`src/hw/iox_pkg.sv`:
```
// Shared constants and types for the I/O expander serial slave front end.
`default_nettype none
package iox_pkg;

   ////////////////////////////////////////////////////////////////////////////
   // Clock and spike filter timing.
   localparam int CLK_PERIOD_NS = 40;
   localparam int SPIKE_NS      = 50;
   // Least time, so rounded up to whole clock cycles.
   localparam int FILT_CYC      = (SPIKE_NS + CLK_PERIOD_NS - 1) / CLK_PERIOD_NS;
   localparam int FILT_W        = $clog2(FILT_CYC + 1);

   ////////////////////////////////////////////////////////////////////////////
   // Register select values carried by the command byte.
   localparam logic [2:0] REG_PIN_LEVEL_PORT_LOW  = 3'h0;
   localparam logic [2:0] REG_PIN_LEVEL_PORT_HIGH = 3'h1;
   localparam logic [2:0] REG_OUTPUT_PORT_LOW     = 3'h2;
   localparam logic [2:0] REG_OUTPUT_PORT_HIGH    = 3'h3;
   localparam logic [2:0] REG_POLARITY_PORT_LOW   = 3'h4;
   localparam logic [2:0] REG_POLARITY_PORT_HIGH  = 3'h5;
   localparam logic [2:0] REG_CONFIG_PORT_LOW     = 3'h6;
   localparam logic [2:0] REG_CONFIG_PORT_HIGH    = 3'h7;
   localparam logic [2:0] REG_PTR_RESET           = 3'h0;

   ////////////////////////////////////////////////////////////////////////////
   // Bus encodings and counts.
   localparam logic       RW_READ      = 1'b1;
   localparam logic [3:0] BITS_PER_BYTE = 4'h8;
   localparam logic [3:0] LAST_TX_BIT   = 4'h7;

   // Address pin class: bit 1 set means tied to a bus line, bit 0 set means
   // supply or the data line.
   localparam logic [1:0] PIN_GND = 2'h0;
   localparam logic [1:0] PIN_VDD = 2'h1;
   localparam logic [1:0] PIN_SCL = 2'h2;
   localparam logic [1:0] PIN_SDA = 2'h3;

   typedef enum logic [2:0] {
      ST_IDLE   = 3'b000,
      ST_RX     = 3'b001,
      ST_RX_ACK = 3'b011,
      ST_TX     = 3'b010,
      ST_TX_ACK = 3'b110
   } iox_state_type;

   typedef enum logic [1:0] {
      PH_ADDR = 2'h0,
      PH_CMD  = 2'h1,
      PH_DATA = 2'h3
   } iox_phase_type;

   // Write strobe toward the output, polarity and configuration registers.
   typedef struct packed {
      logic       valid;
      logic [2:0] sel;
      logic [7:0] data;
   } iox_wr_type;

endpackage
`default_nettype wire

```
`src/hw/iox_slave_front.sv`:
```
// Serial bus slave front end with address sensing and pin level registers.
`default_nettype none

////////////////////////////////////////////////////////////////////////////////
module iox_slave_front #(
   parameter int PORT_W = 8
) (
   input  wire  logic                   i_clk,
   input  wire  logic                   i_nrst,
   input  wire  logic                   i_ce,
   input  wire  logic                   i_scl,
   input  wire  logic                   i_sda,
   output logic                         o_sda_oe_n,
   input  wire  logic                   i_addr_select_pin_low,
   input  wire  logic                   i_addr_select_pin_mid,
   input  wire  logic                   i_addr_select_pin_high,
   input  wire  logic [PORT_W-1:0]      i_port_low_pin_level_bits,
   input  wire  logic [PORT_W-1:0]      i_port_high_pin_level_bits,
   output logic [PORT_W-1:0]            o_pin_level_port_low,
   output logic [PORT_W-1:0]            o_pin_level_port_high,
   output logic [2:0]                   o_rd_sel,
   input  wire  logic [PORT_W-1:0]      i_rd_data,
   output iox_pkg::iox_wr_type          o_wr
);

   if (PORT_W != 8) begin : g_bad_width
      $error("Port width must be eight bits");
   end

   ////////////////////////////////////////////////////////////////////////////
   // Synchronisers for pins, then spike filters on clock and data.
   logic [PORT_W-1:0] lvl_low_meta_ff;
   logic [PORT_W-1:0] lvl_low_ff;
   logic [PORT_W-1:0] lvl_high_meta_ff;
   logic [PORT_W-1:0] lvl_high_ff;
   logic [2:0]        ad_meta_ff;
   logic [2:0]        ad_ff;
   logic [1:0]        bus_meta_ff;
   logic [1:0]        bus_sync_ff;
   logic [1:0]        filt_ff;
   logic [1:0]        filt_d_ff;

   // The pin level registers hold only what the pins show; the reset value
   // is overwritten two cycles after release.
   always_ff @(posedge i_clk or negedge i_nrst) begin
      if (!i_nrst) begin
         lvl_low_meta_ff  <= '0;
         lvl_low_ff       <= '0;
         lvl_high_meta_ff <= '0;
         lvl_high_ff      <= '0;
         ad_meta_ff       <= '0;
         ad_ff            <= '0;
         bus_meta_ff      <= 2'h3;
         bus_sync_ff      <= 2'h3;
         filt_d_ff        <= 2'h3;
      end else if (i_ce) begin
         lvl_low_meta_ff  <= i_port_low_pin_level_bits;
         lvl_low_ff       <= lvl_low_meta_ff;
         lvl_high_meta_ff <= i_port_high_pin_level_bits;
         lvl_high_ff      <= lvl_high_meta_ff;
         ad_meta_ff       <= {i_addr_select_pin_high, i_addr_select_pin_mid,
                              i_addr_select_pin_low};
         ad_ff            <= ad_meta_ff;
         bus_meta_ff      <= {i_sda, i_scl};
         bus_sync_ff      <= bus_meta_ff;
         filt_d_ff        <= filt_ff;
      end
   end

   assign o_pin_level_port_low  = lvl_low_ff;
   assign o_pin_level_port_high = lvl_high_ff;

   // A new level is taken only after it differs for FILT_CYC+1 samples, which
   // spans more than the longest spike to be ignored.
   for (genvar g = 0; g < 2; g++) begin : g_filt
      logic [iox_pkg::FILT_W-1:0] cnt_ff;
      logic [iox_pkg::FILT_W-1:0] nxt_cnt;
      logic                       nxt_filt;

      always_comb begin
         nxt_cnt  = '0;
         nxt_filt = filt_ff[g];
         if (bus_sync_ff[g] != filt_ff[g]) begin
            if (cnt_ff == iox_pkg::FILT_W'(iox_pkg::FILT_CYC)) begin
               nxt_filt = bus_sync_ff[g];
            end else begin
               nxt_cnt = cnt_ff + 1'b1;
            end
         end
      end

      always_ff @(posedge i_clk or negedge i_nrst) begin
         if (!i_nrst) begin
            cnt_ff     <= '0;
            filt_ff[g] <= 1'b1;
         end else if (i_ce) begin
            cnt_ff     <= nxt_cnt;
            filt_ff[g] <= nxt_filt;
         end
      end
   end

   logic scl;
   logic sda;
   logic scl_rise;
   logic scl_fall;
   logic start_cond;
   logic stop_cond;

   assign scl        = filt_ff[0];
   assign sda        = filt_ff[1];
   assign scl_rise   = scl & ~filt_d_ff[0];
   assign scl_fall   = ~scl & filt_d_ff[0];
   assign start_cond = scl & filt_d_ff[0] & ~sda & filt_d_ff[1];
   assign stop_cond  = scl & filt_d_ff[0] & sda & ~filt_d_ff[1];

   ////////////////////////////////////////////////////////////////////////////
   // Address pin sensing. Each pin is seen idle (both lines high), just after
   // START (clock high, data low) and at the first clock low; the three
   // samples tell the four ways a pin can be tied.
   logic [2:0] ad_idle_ff;
   logic [2:0] ad_start_ff;
   logic [2:0] ad_low_ff;
   logic [1:0] pin_cls [3];
   logic [6:0] dev_addr;

   always_comb begin
      for (int i = 0; i < 3; i++) begin
         pin_cls[i][1] = ad_idle_ff[i] & ~ad_low_ff[i];
         pin_cls[i][0] = ad_idle_ff[i] & (~ad_start_ff[i] | ad_low_ff[i]);
      end
   end

   assign dev_addr = {pin_cls[2][1],
                      ~pin_cls[1][1],
                      pin_cls[1][1] | (pin_cls[2][1] & ~pin_cls[1][1] & pin_cls[0][1]),
                      pin_cls[0][1] & ~(pin_cls[2][1] & ~pin_cls[1][1]),
                      pin_cls[2][0],
                      pin_cls[1][0],
                      pin_cls[0][0]};

   ////////////////////////////////////////////////////////////////////////////
   // Byte engine.
   iox_pkg::iox_state_type state_ff;
   iox_pkg::iox_state_type nxt_state;
   iox_pkg::iox_phase_type phase_ff;
   iox_pkg::iox_phase_type nxt_phase;
   logic [3:0]          cnt_ff;
   logic [3:0]          nxt_cnt;
   logic [7:0]          shift_ff;
   logic [7:0]          nxt_shift;
   logic [2:0]          ptr_ff;
   logic [2:0]          nxt_ptr;
   logic                rw_ff;
   logic                nxt_rw;
   logic                drive_ff;
   logic                nxt_drive;
   logic                acked_ff;
   logic                nxt_acked;
   logic [2:0]          nxt_ad_idle;
   logic [2:0]          nxt_ad_start;
   logic [2:0]          nxt_ad_low;
   iox_pkg::iox_wr_type wr_ff;
   iox_pkg::iox_wr_type nxt_wr;
   logic [7:0]          rd_byte;

   // Reading during the master's acknowledge (ST_TX_ACK) uses the other register of the pair.
   assign o_rd_sel = (state_ff == iox_pkg::ST_TX_ACK) ? {ptr_ff[2:1], ~ptr_ff[0]} : ptr_ff;

   always_comb begin
      unique case (o_rd_sel)
         iox_pkg::REG_PIN_LEVEL_PORT_LOW:  rd_byte = lvl_low_ff;
         iox_pkg::REG_PIN_LEVEL_PORT_HIGH: rd_byte = lvl_high_ff;
         default:                          rd_byte = i_rd_data;
      endcase
   end

   always_comb begin
      nxt_state    = state_ff;
      nxt_phase    = phase_ff;
      nxt_cnt      = cnt_ff;
      nxt_shift    = shift_ff;
      nxt_ptr      = ptr_ff;
      nxt_rw       = rw_ff;
      nxt_drive    = drive_ff;
      nxt_acked    = acked_ff;
      // Pin samples must line up with the synchronised lines. The filtered
      // lines trail them by the filter delay, so an edge would be missed.
      nxt_ad_idle  = (scl & sda & (bus_sync_ff == 2'h3)) ? ad_ff : ad_idle_ff;
      nxt_ad_start = ad_start_ff;
      nxt_ad_low   = ad_low_ff;
      nxt_wr       = '0;
      if (stop_cond) begin
         nxt_state = iox_pkg::ST_IDLE;
         nxt_drive = 1'b0;
      end else if (start_cond) begin
         nxt_state    = iox_pkg::ST_RX;
         nxt_phase    = iox_pkg::PH_ADDR;
         nxt_cnt      = '0;
         nxt_drive    = 1'b0;
         nxt_ad_start = ad_ff;
      end else begin
         unique case (state_ff)
            iox_pkg::ST_IDLE: begin
            end
            iox_pkg::ST_RX: begin
               if (scl_rise) begin
                  nxt_shift = {shift_ff[6:0], sda};
                  nxt_cnt   = cnt_ff + 4'h1;
               end
               // Taken on the first synchronised clock low, before the master
               // may move the data line under a zero hold time.
               if (scl && !bus_sync_ff[0] && g_filt[0].cnt_ff == '0 &&
                   phase_ff == iox_pkg::PH_ADDR && cnt_ff == 4'h0) begin
                  nxt_ad_low = ad_ff;
               end
               if (scl_fall && cnt_ff == iox_pkg::BITS_PER_BYTE) begin
                  nxt_cnt   = '0;
                  nxt_drive = 1'b1;
                  nxt_state = iox_pkg::ST_RX_ACK;
                  unique case (phase_ff)
                     iox_pkg::PH_ADDR: begin
                        if (shift_ff[7:1] == dev_addr) begin
                           nxt_rw = shift_ff[0];
                        end else begin
                           nxt_drive = 1'b0;
                           nxt_state = iox_pkg::ST_IDLE;
                        end
                     end
                     iox_pkg::PH_CMD: begin
                        nxt_ptr = shift_ff[2:0];
                     end
                     default: begin
                        // Input port writes are acknowledged and dropped.
                        nxt_wr.valid = (ptr_ff[2:1] != 2'h0);
                        nxt_wr.sel   = ptr_ff;
                        nxt_wr.data  = shift_ff;
                        nxt_ptr      = {ptr_ff[2:1], ~ptr_ff[0]};
                     end
                  endcase
               end
            end
            iox_pkg::ST_RX_ACK: begin
               if (scl_fall) begin
                  nxt_drive = 1'b0;
                  nxt_state = iox_pkg::ST_RX;
                  nxt_phase = iox_pkg::PH_DATA;
                  if (phase_ff == iox_pkg::PH_ADDR && rw_ff == iox_pkg::RW_READ) begin
                     nxt_state = iox_pkg::ST_TX;
                     nxt_shift = rd_byte;
                     nxt_drive = ~rd_byte[7];
                  end else if (phase_ff == iox_pkg::PH_ADDR) begin
                     nxt_phase = iox_pkg::PH_CMD;
                  end
               end
            end
            iox_pkg::ST_TX: begin
               if (scl_fall) begin
                  if (cnt_ff == iox_pkg::LAST_TX_BIT) begin
                     nxt_cnt   = '0;
                     nxt_drive = 1'b0;
                     nxt_state = iox_pkg::ST_TX_ACK;
                  end else begin
                     nxt_cnt   = cnt_ff + 4'h1;
                     nxt_shift = {shift_ff[6:0], 1'b0};
                     nxt_drive = ~shift_ff[6];
                  end
               end
            end
            iox_pkg::ST_TX_ACK: begin
               if (scl_rise) begin
                  nxt_acked = ~sda;
               end
               if (scl_fall) begin
                  if (acked_ff) begin
                     nxt_ptr   = o_rd_sel;
                     nxt_shift = rd_byte;
                     nxt_drive = ~rd_byte[7];
                     nxt_state = iox_pkg::ST_TX;
                  end else begin
                     nxt_state = iox_pkg::ST_IDLE;
                  end
               end
            end
            default: begin
               nxt_state = iox_pkg::ST_IDLE;
               nxt_drive = 1'b0;
            end
         endcase
      end
   end

   always_ff @(posedge i_clk or negedge i_nrst) begin
      if (!i_nrst) begin
         state_ff    <= iox_pkg::ST_IDLE;
         phase_ff    <= iox_pkg::PH_ADDR;
         cnt_ff      <= '0;
         shift_ff    <= '0;
         ptr_ff      <= iox_pkg::REG_PTR_RESET;
         rw_ff       <= 1'b0;
         drive_ff    <= 1'b0;
         acked_ff    <= 1'b0;
         ad_idle_ff  <= '0;
         ad_start_ff <= '0;
         ad_low_ff   <= '0;
         wr_ff       <= '0;
      end else if (i_ce) begin
         state_ff    <= nxt_state;
         phase_ff    <= nxt_phase;
         cnt_ff      <= nxt_cnt;
         shift_ff    <= nxt_shift;
         ptr_ff      <= nxt_ptr;
         rw_ff       <= nxt_rw;
         drive_ff    <= nxt_drive;
         acked_ff    <= nxt_acked;
         ad_idle_ff  <= nxt_ad_idle;
         ad_start_ff <= nxt_ad_start;
         ad_low_ff   <= nxt_ad_low;
         wr_ff       <= nxt_wr;
      end
   end

   // Open drain: enable low pulls the data line low, high releases it.
   assign o_sda_oe_n = ~drive_ff;
   assign o_wr       = wr_ff;

endmodule
`default_nettype wire

```
`config.mk`:
```
export PLATFORM = sky130hd
export DESIGN_NAME = iox_slave_front
export DESIGN_NICKNAME = d
export VERILOG_FILES = /design/src/hw/iox_pkg.sv /design/src/hw/iox_slave_front.sv
export SDC_FILE = /design/constraint.sdc
export NUM_CORES = 1
export LEC_CHECK = 0
export ABC_CLOCK_PERIOD_IN_PS = 3000
export BUFFER_PORTS_ARGS = -buffer_cell sky130_fd_sc_hd__buf_2
export CAP_MARGIN = 15
export CORE_MARGIN = 4
export CORE_UTILIZATION = 45
export CTS_CLUSTER_DIAMETER = 40
export DETAILED_ROUTE_END_ITERATION = 6
export GPL_TIMING_DRIVEN = 0
export PLACE_DENSITY_LB_ADDON = 0.12
export SLEW_MARGIN = 20
export SYNTH_ARGS = -nofsm -noshare
export SYNTH_HDL_FRONTEND = slang
export SYNTH_SLANG_ARGS = --single-unit
```
`constraint.sdc`:
```
create_clock -name i_clk -period 3 [get_ports i_clk]
set_input_delay 0.6 -clock i_clk [delete_from_list [all_inputs] [get_ports i_clk]]
set_output_delay 0.6 -clock i_clk [all_outputs]
set_load 0.1 [all_outputs]
```
* Yosys cells after proc, flatten, opt, wreduce, memory -nomap -nowiden
Index checks and enable logic that the tools add are counted.
Word-level totals: bits in registers 94, output and inout port bits 32, logic and storage cells 196
Cells by class: add/sub/neg operators 3, equality and inequality tests 33, multiplexer cells 59, bitwise logic cells 40, reductions and logical operators 33
Operators by type and width (count):
- $mux W12 | 5
- $mux W8 | 7
- $pmux W8 S4 | 1
- $mux W3 | 10
- $ne A4 B4 Y1 const B | 7
- $mux W2 | 13
- $reduce_and A7 Y1 | 3
- $mux W4 | 5
- $and A1 B1 Y1 | 18
- $ne A2 B2 Y1 const B | 9
- $not A1 Y1 | 18
- $pmux W8 S2 | 1
- $pmux W3 S5 | 1
- $reduce_and A5 Y1 | 3
- $mux W1 | 12
- $pmux W3 S2 | 2
- $reduce_and A11 Y1 | 1
- $reduce_and A3 Y1 | 3
- $reduce_and A9 Y1 | 1
- $pmux W4 S2 | 1
- $reduce_and A8 Y1 | 1
- $reduce_bool A2 Y1 | 4
- $eq A7 B7 Y1 | 1
- $eq A2 B2 Y1 const B | 3
- 23 further kinds | 38

* Depth between registers and ports, before layout
Gate-level depths: netlist (run 1).
depth after elaboration 13, gate-level depth with buffers 8, mapped depth without buffers 8

* Worst setup path before layout (run 1)
No wires, ideal clock.
path type flip-flop to output port, from reg state_ff[0], to out o_rd_sel[0], arrival 1386 ps, required time 2400 ps, setup slack 1014 ps, cell stages (with the launch flop) 4, cells stage by stage dfrtp_1 nand3b_4 xor2_4 inv_1
On the way: cells in the longest elaborated chain, start to end 2
Ends and longest elaborated chain:
- start: declaration | line iox_slave_front.sv:144 | iox_pkg::iox_state_type state_ff;
- start signal: assignment | line iox_slave_front.sv:295 | state_ff <= iox_pkg::ST_IDLE;
- start signal: assignment | line iox_slave_front.sv:308 | state_ff <= nxt_state;
- $eq A3 B3 Y1 | line iox_slave_front.sv:168 | assign o_rd_sel = (state_ff == iox_pkg::ST_TX_ACK) ? {ptr_ff[2:1], ~ptr_ff[0]} : ptr_ff;
- $mux W1 | line iox_slave_front.sv:168
- end: declaration | line iox_slave_front.sv:21 | output logic [2:0] o_rd_sel,
No other way between the ends.

* Final worst setup path (run 1)
from reg state_ff[2], to out o_rd_sel[0]
The elaborated chain is that of the path after synthesis.

==> impl_results.md, run 1 <==
- Synth Area in Adders: 0.008172
- H-tree Lvls: 3
- Layout cells sized above 1: 0.3745
- CP max stage delay: 460 ps
- Synthesized Nets: 417
- Vias/cell: 5.387
- Routed Antenna Nets: 0
- Clk root buf: clkbuf_8
- Routability cong.: 0.8736
- Post-layout instance count excluding filler cells: 595
- DIE WIDTH: 109.0 µm
- Simple-gate portion of the synthesized area: 0.1234
- Crit path buffers/inverters: 2
- DR DRC count: 0
- Commonest cells after routing, fill and taps aside: dfrtp_1 (86), mux2_2 (63), buf_2 (63), nand2_1 (33), o21ai_0 (16)
- # setup viols final: 0
- Slew headroom: 0.4613
- Fin Setup TNS: 0 ps
- Worst r2r dst: shift_ff[7]
- DP HPWL: 7520 µm
- Initial drt markers: 132
- Vias post-DR: 3205
- GRT Total Usage: 0.1826
- Num CTS Buffers: 9
- Core footprint: 9864 µm²
- RSZ-0062 raised after global routing: no
- Post-synthesis instance total: 382
- GRT Residual Overflow: 0
- Post-route cell area: 5291 µm²
- Post-CTS sizing: 0
- Max-Cap Viols: 0
- Hold Buf Count CTS: 0
- Inst Count DP: 579
- Critical Path RT: 2400 ps
- R2R Setup Slk: 720 ps
- Mapped Avg Cell Area: 12.02 µm²
- Yosys warnings: 0
- Number of global-route vias before repair: 3255
- Yosys cell types: 59
- Top delay family on crit path: flip-flops
- Postcts setup bufs: 0
- Fin Clk Skew: 13.86 ps
- Worst Hold Class: primary input to asynchronous set/reset pin
- Max FO, Critical Path: 9
- Pwr dens: 720.6 nW/µm²
- Synthesized area: 4593 µm²
- First-pass GRT wire length: 16620 µm
- Startpoint Class: flip-flop
- Post-Route WL: 10130 µm
- CP Class: flip-flop to primary output
- Reg clk slew, reported paths: 100 ps
- Final-stage net count: 492
- Seq/Total Area, Yosys: 0.5143
- Main combinational cell family by area after synthesis: multiplexers
- Clock buffer depth: 2
- Most common cell after layout, fill and taps aside: dfrtp_1
- Ys async rst share: 1.000
- Std-Cell Rows: 36
- Worst hold margin: 86.43 ps
- # clock sinks: 94
- Max Slew Vio Count: 0
- Leak: 2.531 nW
- Number of synthesized flops with an enable pin: 0
- Final worst path period share: 0.7904
- Slowest-stage cell, CP: dfrtp_1
- Largest net degree at the start of global routing: 69
- Critical path arrival: 1770 ps
- Ant. Diodes: 0
- Area after DPL: 5109 µm²
- Initial antenna violation count: 0
- IO Port Bufs: 63
- Die ar.: 11890 µm²
- Area Overhead vs Synth: 15.20%
- Worst vdd ir: 0.0003915 V
- R2R Path Start: state_ff[2]
- Synth Register Bits: 94
- Fin crit period: 2371 ps
- Synth Area in Compound Gates: 0.1120
- Reg2Reg Depth: 6
- Slew @ Worst Pin: 808.0 ps
- Post-Synth XOR/XNOR Area: 0.02125
- Element type at the critical path end: primary output
- CP Cell Sequence: nand3b_4, xor2_4, inv_1, buf_2
- Status: finished clean
- Top_reg_cell synth: dfrtp_1
- Filler cells: 906
- Proportion of synthesized area in mux cells: 0.1871
- Die H: 109.0 µm
- Drt first pass iters: 5
- Fmax: 0.4217 GHz
- Clk_lat worst skew: 360 ps
- Final hold violation count: 0
- CTS tree: done
- IO Count: 64
- Initial core utilization: 0.4656
- WL/cell: 17.03 µm
## cell families (layout without fill, tap and decap cells)
family / after synthesis / count (layout)
AND/OR/NAND/NOR: 99 / 99
flip-flops: 94 / 94
multiplexers: 78 / 78
AO/OA/AOI/OAI: 67 / 67
buffers and inverters: 32 / 112
XOR/XNOR: 9 / 9
adder cells (fa/ha/maj): 3 / 3
## final cells by class
type | instances | area, µm² | share of cell area
inverters | 15 | 56.30 | 0.01064
flip-flops and latches | 94 | 2362 | 0.4464
repair buffers | 64 | 349.1 | 0.06597
clock buffers | 11 | 141.4 | 0.02672
plain buffers | 17 | 98.84 | 0.01868
clock inverters | 5 | 41.29 | 0.007803
well taps | 133 | 166.4 | 0.03145
multi-input cells | 256 | 2076 | 0.3923
## metrics by stage
stage          worst slack [ps]  power [mW]    util
2_1_floorplan              1014       2.738       -
3_3_place_gp              387.7       3.015  0.5145
3_5_place_dp              627.2       3.054  0.5179
4_1_cts                   563.0       3.855  0.5364
5_1_grt                   484.9       4.040  0.5364
6_report                  628.8       3.813  0.5364
## where the power goes
part	switching, mW	internal [mW]	total (mW)
clock	0.459	0.334	0.793
combinational	0.812	0.508	1.32
sequential	0.198	1.50	1.70
total	1.47	2.34	3.81
## worst max-delay path by stage
stage	start	endpoint	slack (ps)	depth (start not counted)
after floorplan	state_ff[0]	o_rd_sel[0]	1010	3
after global placement	i_nrst	o_pin_level_port_low[4]	390	1
after detailed placement	i_ce	o_pin_level_port_high[6]	630	4
after CTS	state_ff[2]	o_rd_sel[0]	560	4
after global routing	state_ff[2]	o_rd_sel[0]	480	4
final	state_ff[2]	o_rd_sel[0]	630	4
## sequential cells by signal, indices dropped and copies added, names as in the netlist
| name | flops |
|---|---|
| acked_ff | 1 |
| o_wr | 12 |
| lvl_low_meta_ff | 8 |
| ad_meta_ff | 3 |
| sda | 1 |
| drive_ff | 1 |
| cnt_ff | 4 |
| g_filt.cnt_ff | 4 |
| lvl_high_meta_ff | 8 |
| bus_sync_ff | 2 |
| ptr_ff | 3 |
| scl | 1 |
| state_ff | 3 |
| shift_ff | 8 |
| filt_d_ff | 2 |
| phase_ff | 2 |
| o_pin_level_port_low | 8 |
| rw_ff | 1 |
| o_pin_level_port_high | 8 |
| ad_idle_ff | 3 |
| ad_low_ff | 3 |
| ad_ff | 3 |
| bus_meta_ff | 2 |
| ad_start_ff | 3 |
## Yosys cell counts (7+ instances only)
cell	instances	area share
buf_4	7	0.011
nor2_1	10	0.0082
o221ai_1	7	0.013
mux2_2	63	0.15
inv_1	15	0.012
nor2b_1	8	0.011
nand2_1	33	0.027
a22o_1	12	0.023
a21oi_1	9	0.0098
dfstp_2	8	0.046
mux2i_1	15	0.033
o21ai_0	16	0.017
dfrtp_1	86	0.47
nand2b_1	7	0.0095
nand3_1	8	0.0087
## routing by layer
metal,global-route usage,share of wire,wire length (µm),vias to the layer above
met3,0.04085,0.045,452,12
met5,0,0,0,-
met2,0.2934,0.48,4863,79
met4,0.05500,0.012,124,0
li1,-,-,-,1533
met1,0.2475,0.46,4693,1581
Power figures use the tool's default switching activity.
==> inputs of run 2 (changes only) <==
- ABC_AREA: default -> 1
- ABC_CLOCK_PERIOD_IN_PS: 3000 -> 2500
- clock period: 3 -> 2.5 ns (I/O delays scaled with it)
==> impl_results.md, run 2 <==
- Status: finished clean
- Commonest cells after routing, fill and taps aside: nand2_1 (252), dfrtp_1 (86), buf_2 (62), inv_1 (47), nor2_1 (38)
- CP max stage delay: 460 ps (about the same)
- Fin Setup TNS: 0 ps (unchanged)
- CP Cell Sequence: nor2_4, nand2_2, nand2_1, nand2_1, inv_2, clkbuf_4
- RSZ-0062 raised after global routing: no
- Drt first pass iters: 5 (unchanged)
- Most common cell after layout, fill and taps aside: nand2_1
- Synthesized Nets: 631 (+51%)
- Die H: 109.6 µm (+0.50%)
- Pwr dens: 668.0 nW/µm² (-7.3%)
- Worst Hold Class: primary input to asynchronous set/reset pin
- GRT Total Usage: 0.2081 (+0.02553)
- Leak: 2.718 nW (+7.4%)
- Critical Path RT: 2000 ps (-400 ps)
- Post-synthesis instance total: 596 (+56%)
- # clock sinks: 94 (unchanged)
- Std-Cell Rows: 36 (unchanged)
- Top delay family on crit path: simple AND/OR/NAND/NOR gates
- Met2 Usage GRT: 0.3252 (+0.03178)
- Met1 usage: 0.2981 (+0.05064)
- Global routing usage on met3: 0.02995 (-0.01091)
- Leading post-synthesis cells by cell area: dfrtp_1 (46%), nand2_1 (20%), dfstp_2 (4.5%), o21ai_0 (3.9%), inv_1 (3.8%)
- Seq/Total Area, Yosys: 0.5088 (-0.005544)
- Final worst path period share: 0.9330
- Fmax: 0.4287 GHz
- Yosys cell types: 35 (-41%)
- DIE WIDTH: 109.6 µm (+0.50%)
- Mapped Avg Cell Area: 7.791 µm² (-35%)
- Yosys warnings: 0 (unchanged)
- Hold Buf Count CTS: 0 (unchanged)
- Initial antenna violation count: 0 (unchanged)
- CTS tree: done
- Die ar.: 12010 µm² (+1.0%)
- Total power: 3.592 mW (-5.8%)
- WL/cell: 14.08 µm (-17%)
- Post-Route WL: 11390 µm (+12%)
- Inst Count DP: 793 (+37%)
- Clk root buf: clkbuf_8
- Layout cells sized above 1: 0.1908 (-0.1836)
- Initial core utilization: 0.4686 (+0.002934)
- Vias/cell: 4.931 (-8.5%)
- Top-count cell post-synth: nand2_1
- Top_reg_cell synth: dfrtp_1
- Worst vdd ir: 0.0004374 V (+12%)
- Top-area cell type share of the netlist area: 0.4635 (-0.005050)
- Element type at the critical path end: primary output
- Largest area contributor in the synthesized netlist: dfrtp_1
- Gr busiest metal: met2
- Crit path buffers/inverters: 2 (unchanged)
- First-pass GRT wire length: 19220 µm (+16%)
- Slew headroom: 0.6262 (+0.1649)
- CP dominant cell by count: nand2_1
- Slowest-stage cell, CP: dfrtp_1
- Final hold violation count: 0 (unchanged)
- Critical path arrival: 1830 ps (+60 ps)
- Num CTS Buffers: 9 (unchanged)
- Routability cong.: 0.8404 (-3.8%)
- CP Class: flip-flop to primary output
- Reg clk slew, reported paths: 100 ps (about the same)
- Synth Register Bits: 94 (unchanged)
- IO Count: 64 (unchanged)
- Max FO, Critical Path: 8 (-1)
- IO Port Bufs: 63 (unchanged)
- Core footprint: 9910 µm² (+0.46%)
- Clk_lat worst skew: 370 ps (about the same)
- H-tree Lvls: 3 (unchanged)
- Final-stage net count: 706 (+43%)
- Number of flip-flops in the largest register: 12 (unchanged)
- Post-route cell area: 5378 µm² (+1.6%)
- Ys async rst share: 1.000 (unchanged)
- Vias post-DR: 3989 (+24%)
- Most instantiated cells after synthesis: nand2_1 (252), dfrtp_1 (86), inv_1 (47), nor2_1 (38), o21ai_0 (36)
- Post-layout instance count excluding filler cells: 809 (+36%)
- Fin crit period: 2333 ps
- Number of global-route vias before repair: 3870 (+19%)
- Slew @ Worst Pin: 560.6 ps (-247.4 ps)
- Clock buffer depth: 2 (unchanged)
- Synthesized area: 4643 µm² (+1.1%)
- Number of synthesized flops with an enable pin: 0 (unchanged)
- Max Slew Vio Count: 0 (unchanged)
- Max-Cap Viols: 0 (unchanged)
- Fin Clk Skew: 9.677 ps (-4.184 ps)
- DP HPWL: 8604 µm (+14%)
- GRT Residual Overflow: 0 (unchanged)
- DR DRC count: 0 (unchanged)
- Startpoint Class: flip-flop
- Area after DPL: 5159 µm² (+0.98%)
- Largest net degree at the start of global routing: 60 (-13%)
- Area Overhead vs Synth: 15.82%
- # setup viols final: 0 (unchanged)
- Routed Antenna Nets: 0 (unchanged)
- Initial drt markers: 231 (+75%)
- Ant. Diodes: 0 (unchanged)
==> run 2: changes by cell type in the layout (fill, tap and decap cells not counted), moves of 8 or more <==
cell / change
a22o_1: -12
inv_1: +32
inv_2: +9
mux2_2: -63
mux2i_1: -14
nand2_1: +219
nand3_1: +27
nor2_1: +28
nor2b_1: -8
o21ai_0: +20
o21ai_1: +13
==> run 2: worst reg2reg max path: stages, from the launching register on <==
cell	delay, ps
dfrtp_1	430
nor2_1	300
clkinv_1	380
nor2_2	380
nand2_1	120
nand3_1	130
nand2_1	70
a22oi_2	140
==> run 2: logic make-up (layout without fill, tap and decap cells) <==
group                      after synthesis  count (layout)  share of synthesized area
AOI/OAI and AO/OA                       67              67                    0.08623
xor gates and xnor gates                 1               1                   0.001887
adders and majority gates                3               3                   0.008085
buffers and inverters                   73             153                    0.06413
DFF                                     94              94                     0.5088
muxes                                    1               1                   0.002156
and+or+nand+nor                        357             357                     0.3288
==> run 2: final timing paths <==
check	from	end	slack, ps	cells after the start
setup / recovery	state_ff[0]	o_rd_sel[0]	170	6
hold / removal	i_nrst	drive_ff	4	1
setup reg to reg	ptr_ff[1]	shift_ff[6]	470	7
hold reg to reg	bus_meta_ff[0]	bus_meta_ff[0]	470	2
max in group asynchronous	i_nrst	filt_d_ff[1]	1850	2
min in group i_clk	i_port_low_pin_level_bits[3]	lvl_low_meta_ff[3]	330	3
==> run 2: final cells by class <==
cell class | count | area (µm²)
Timing Repair Buffer | 64 | 351.6
Fill cell | 1020 | 4532
Clock buffer | 11 | 151.4
Multi-Input combinational cell | 429 | 1983
Tap cell | 133 | 166.4
Buffer | 16 | 83.83
Clock inverter | 5 | 65.06
Sequential cell | 94 | 2362
Inverter | 57 | 214.0
==> run 2: where the power goes <==
part	switching [mW]	total, mW	internal, mW
Combinational	0.507	0.674	0.167
Clock	0.565	1.09	0.528
Sequential	0.144	1.83	1.68
Total	1.22	3.59	2.38
==> run 2: timing repair <==
item,in CTS,in global routing
setup buffers,0,0
gates resized for setup,0,1
endpoints found under the setup margin,0,1
==> run 2: through the flow <==
| step | hold WS [ps] | setup WS [ps] | util |
|---|---|---|---|
| 2_1_floorplan | 204.4 | 752.9 | - |
| 3_3_place_gp | 454.2 | 7.916 | 0.5172 |
| 3_5_place_dp | 419.5 | 481.4 | 0.5206 |
| 4_1_cts | 9.603 | 45.43 | 0.5424 |
| 5_1_grt | 20.94 | 28.95 | 0.5427 |
| 6_report | 3.786 | 167.4 | 0.5427 |
==> run 2: routing by layer <==
metal | up-vias | share of wire
li1 | 2032 | -
met1 | 1854 | 0.50
met2 | 90 | 0.45
met3 | 13 | 0.041
met4 | 0 | 0.016
met5 | - | 0
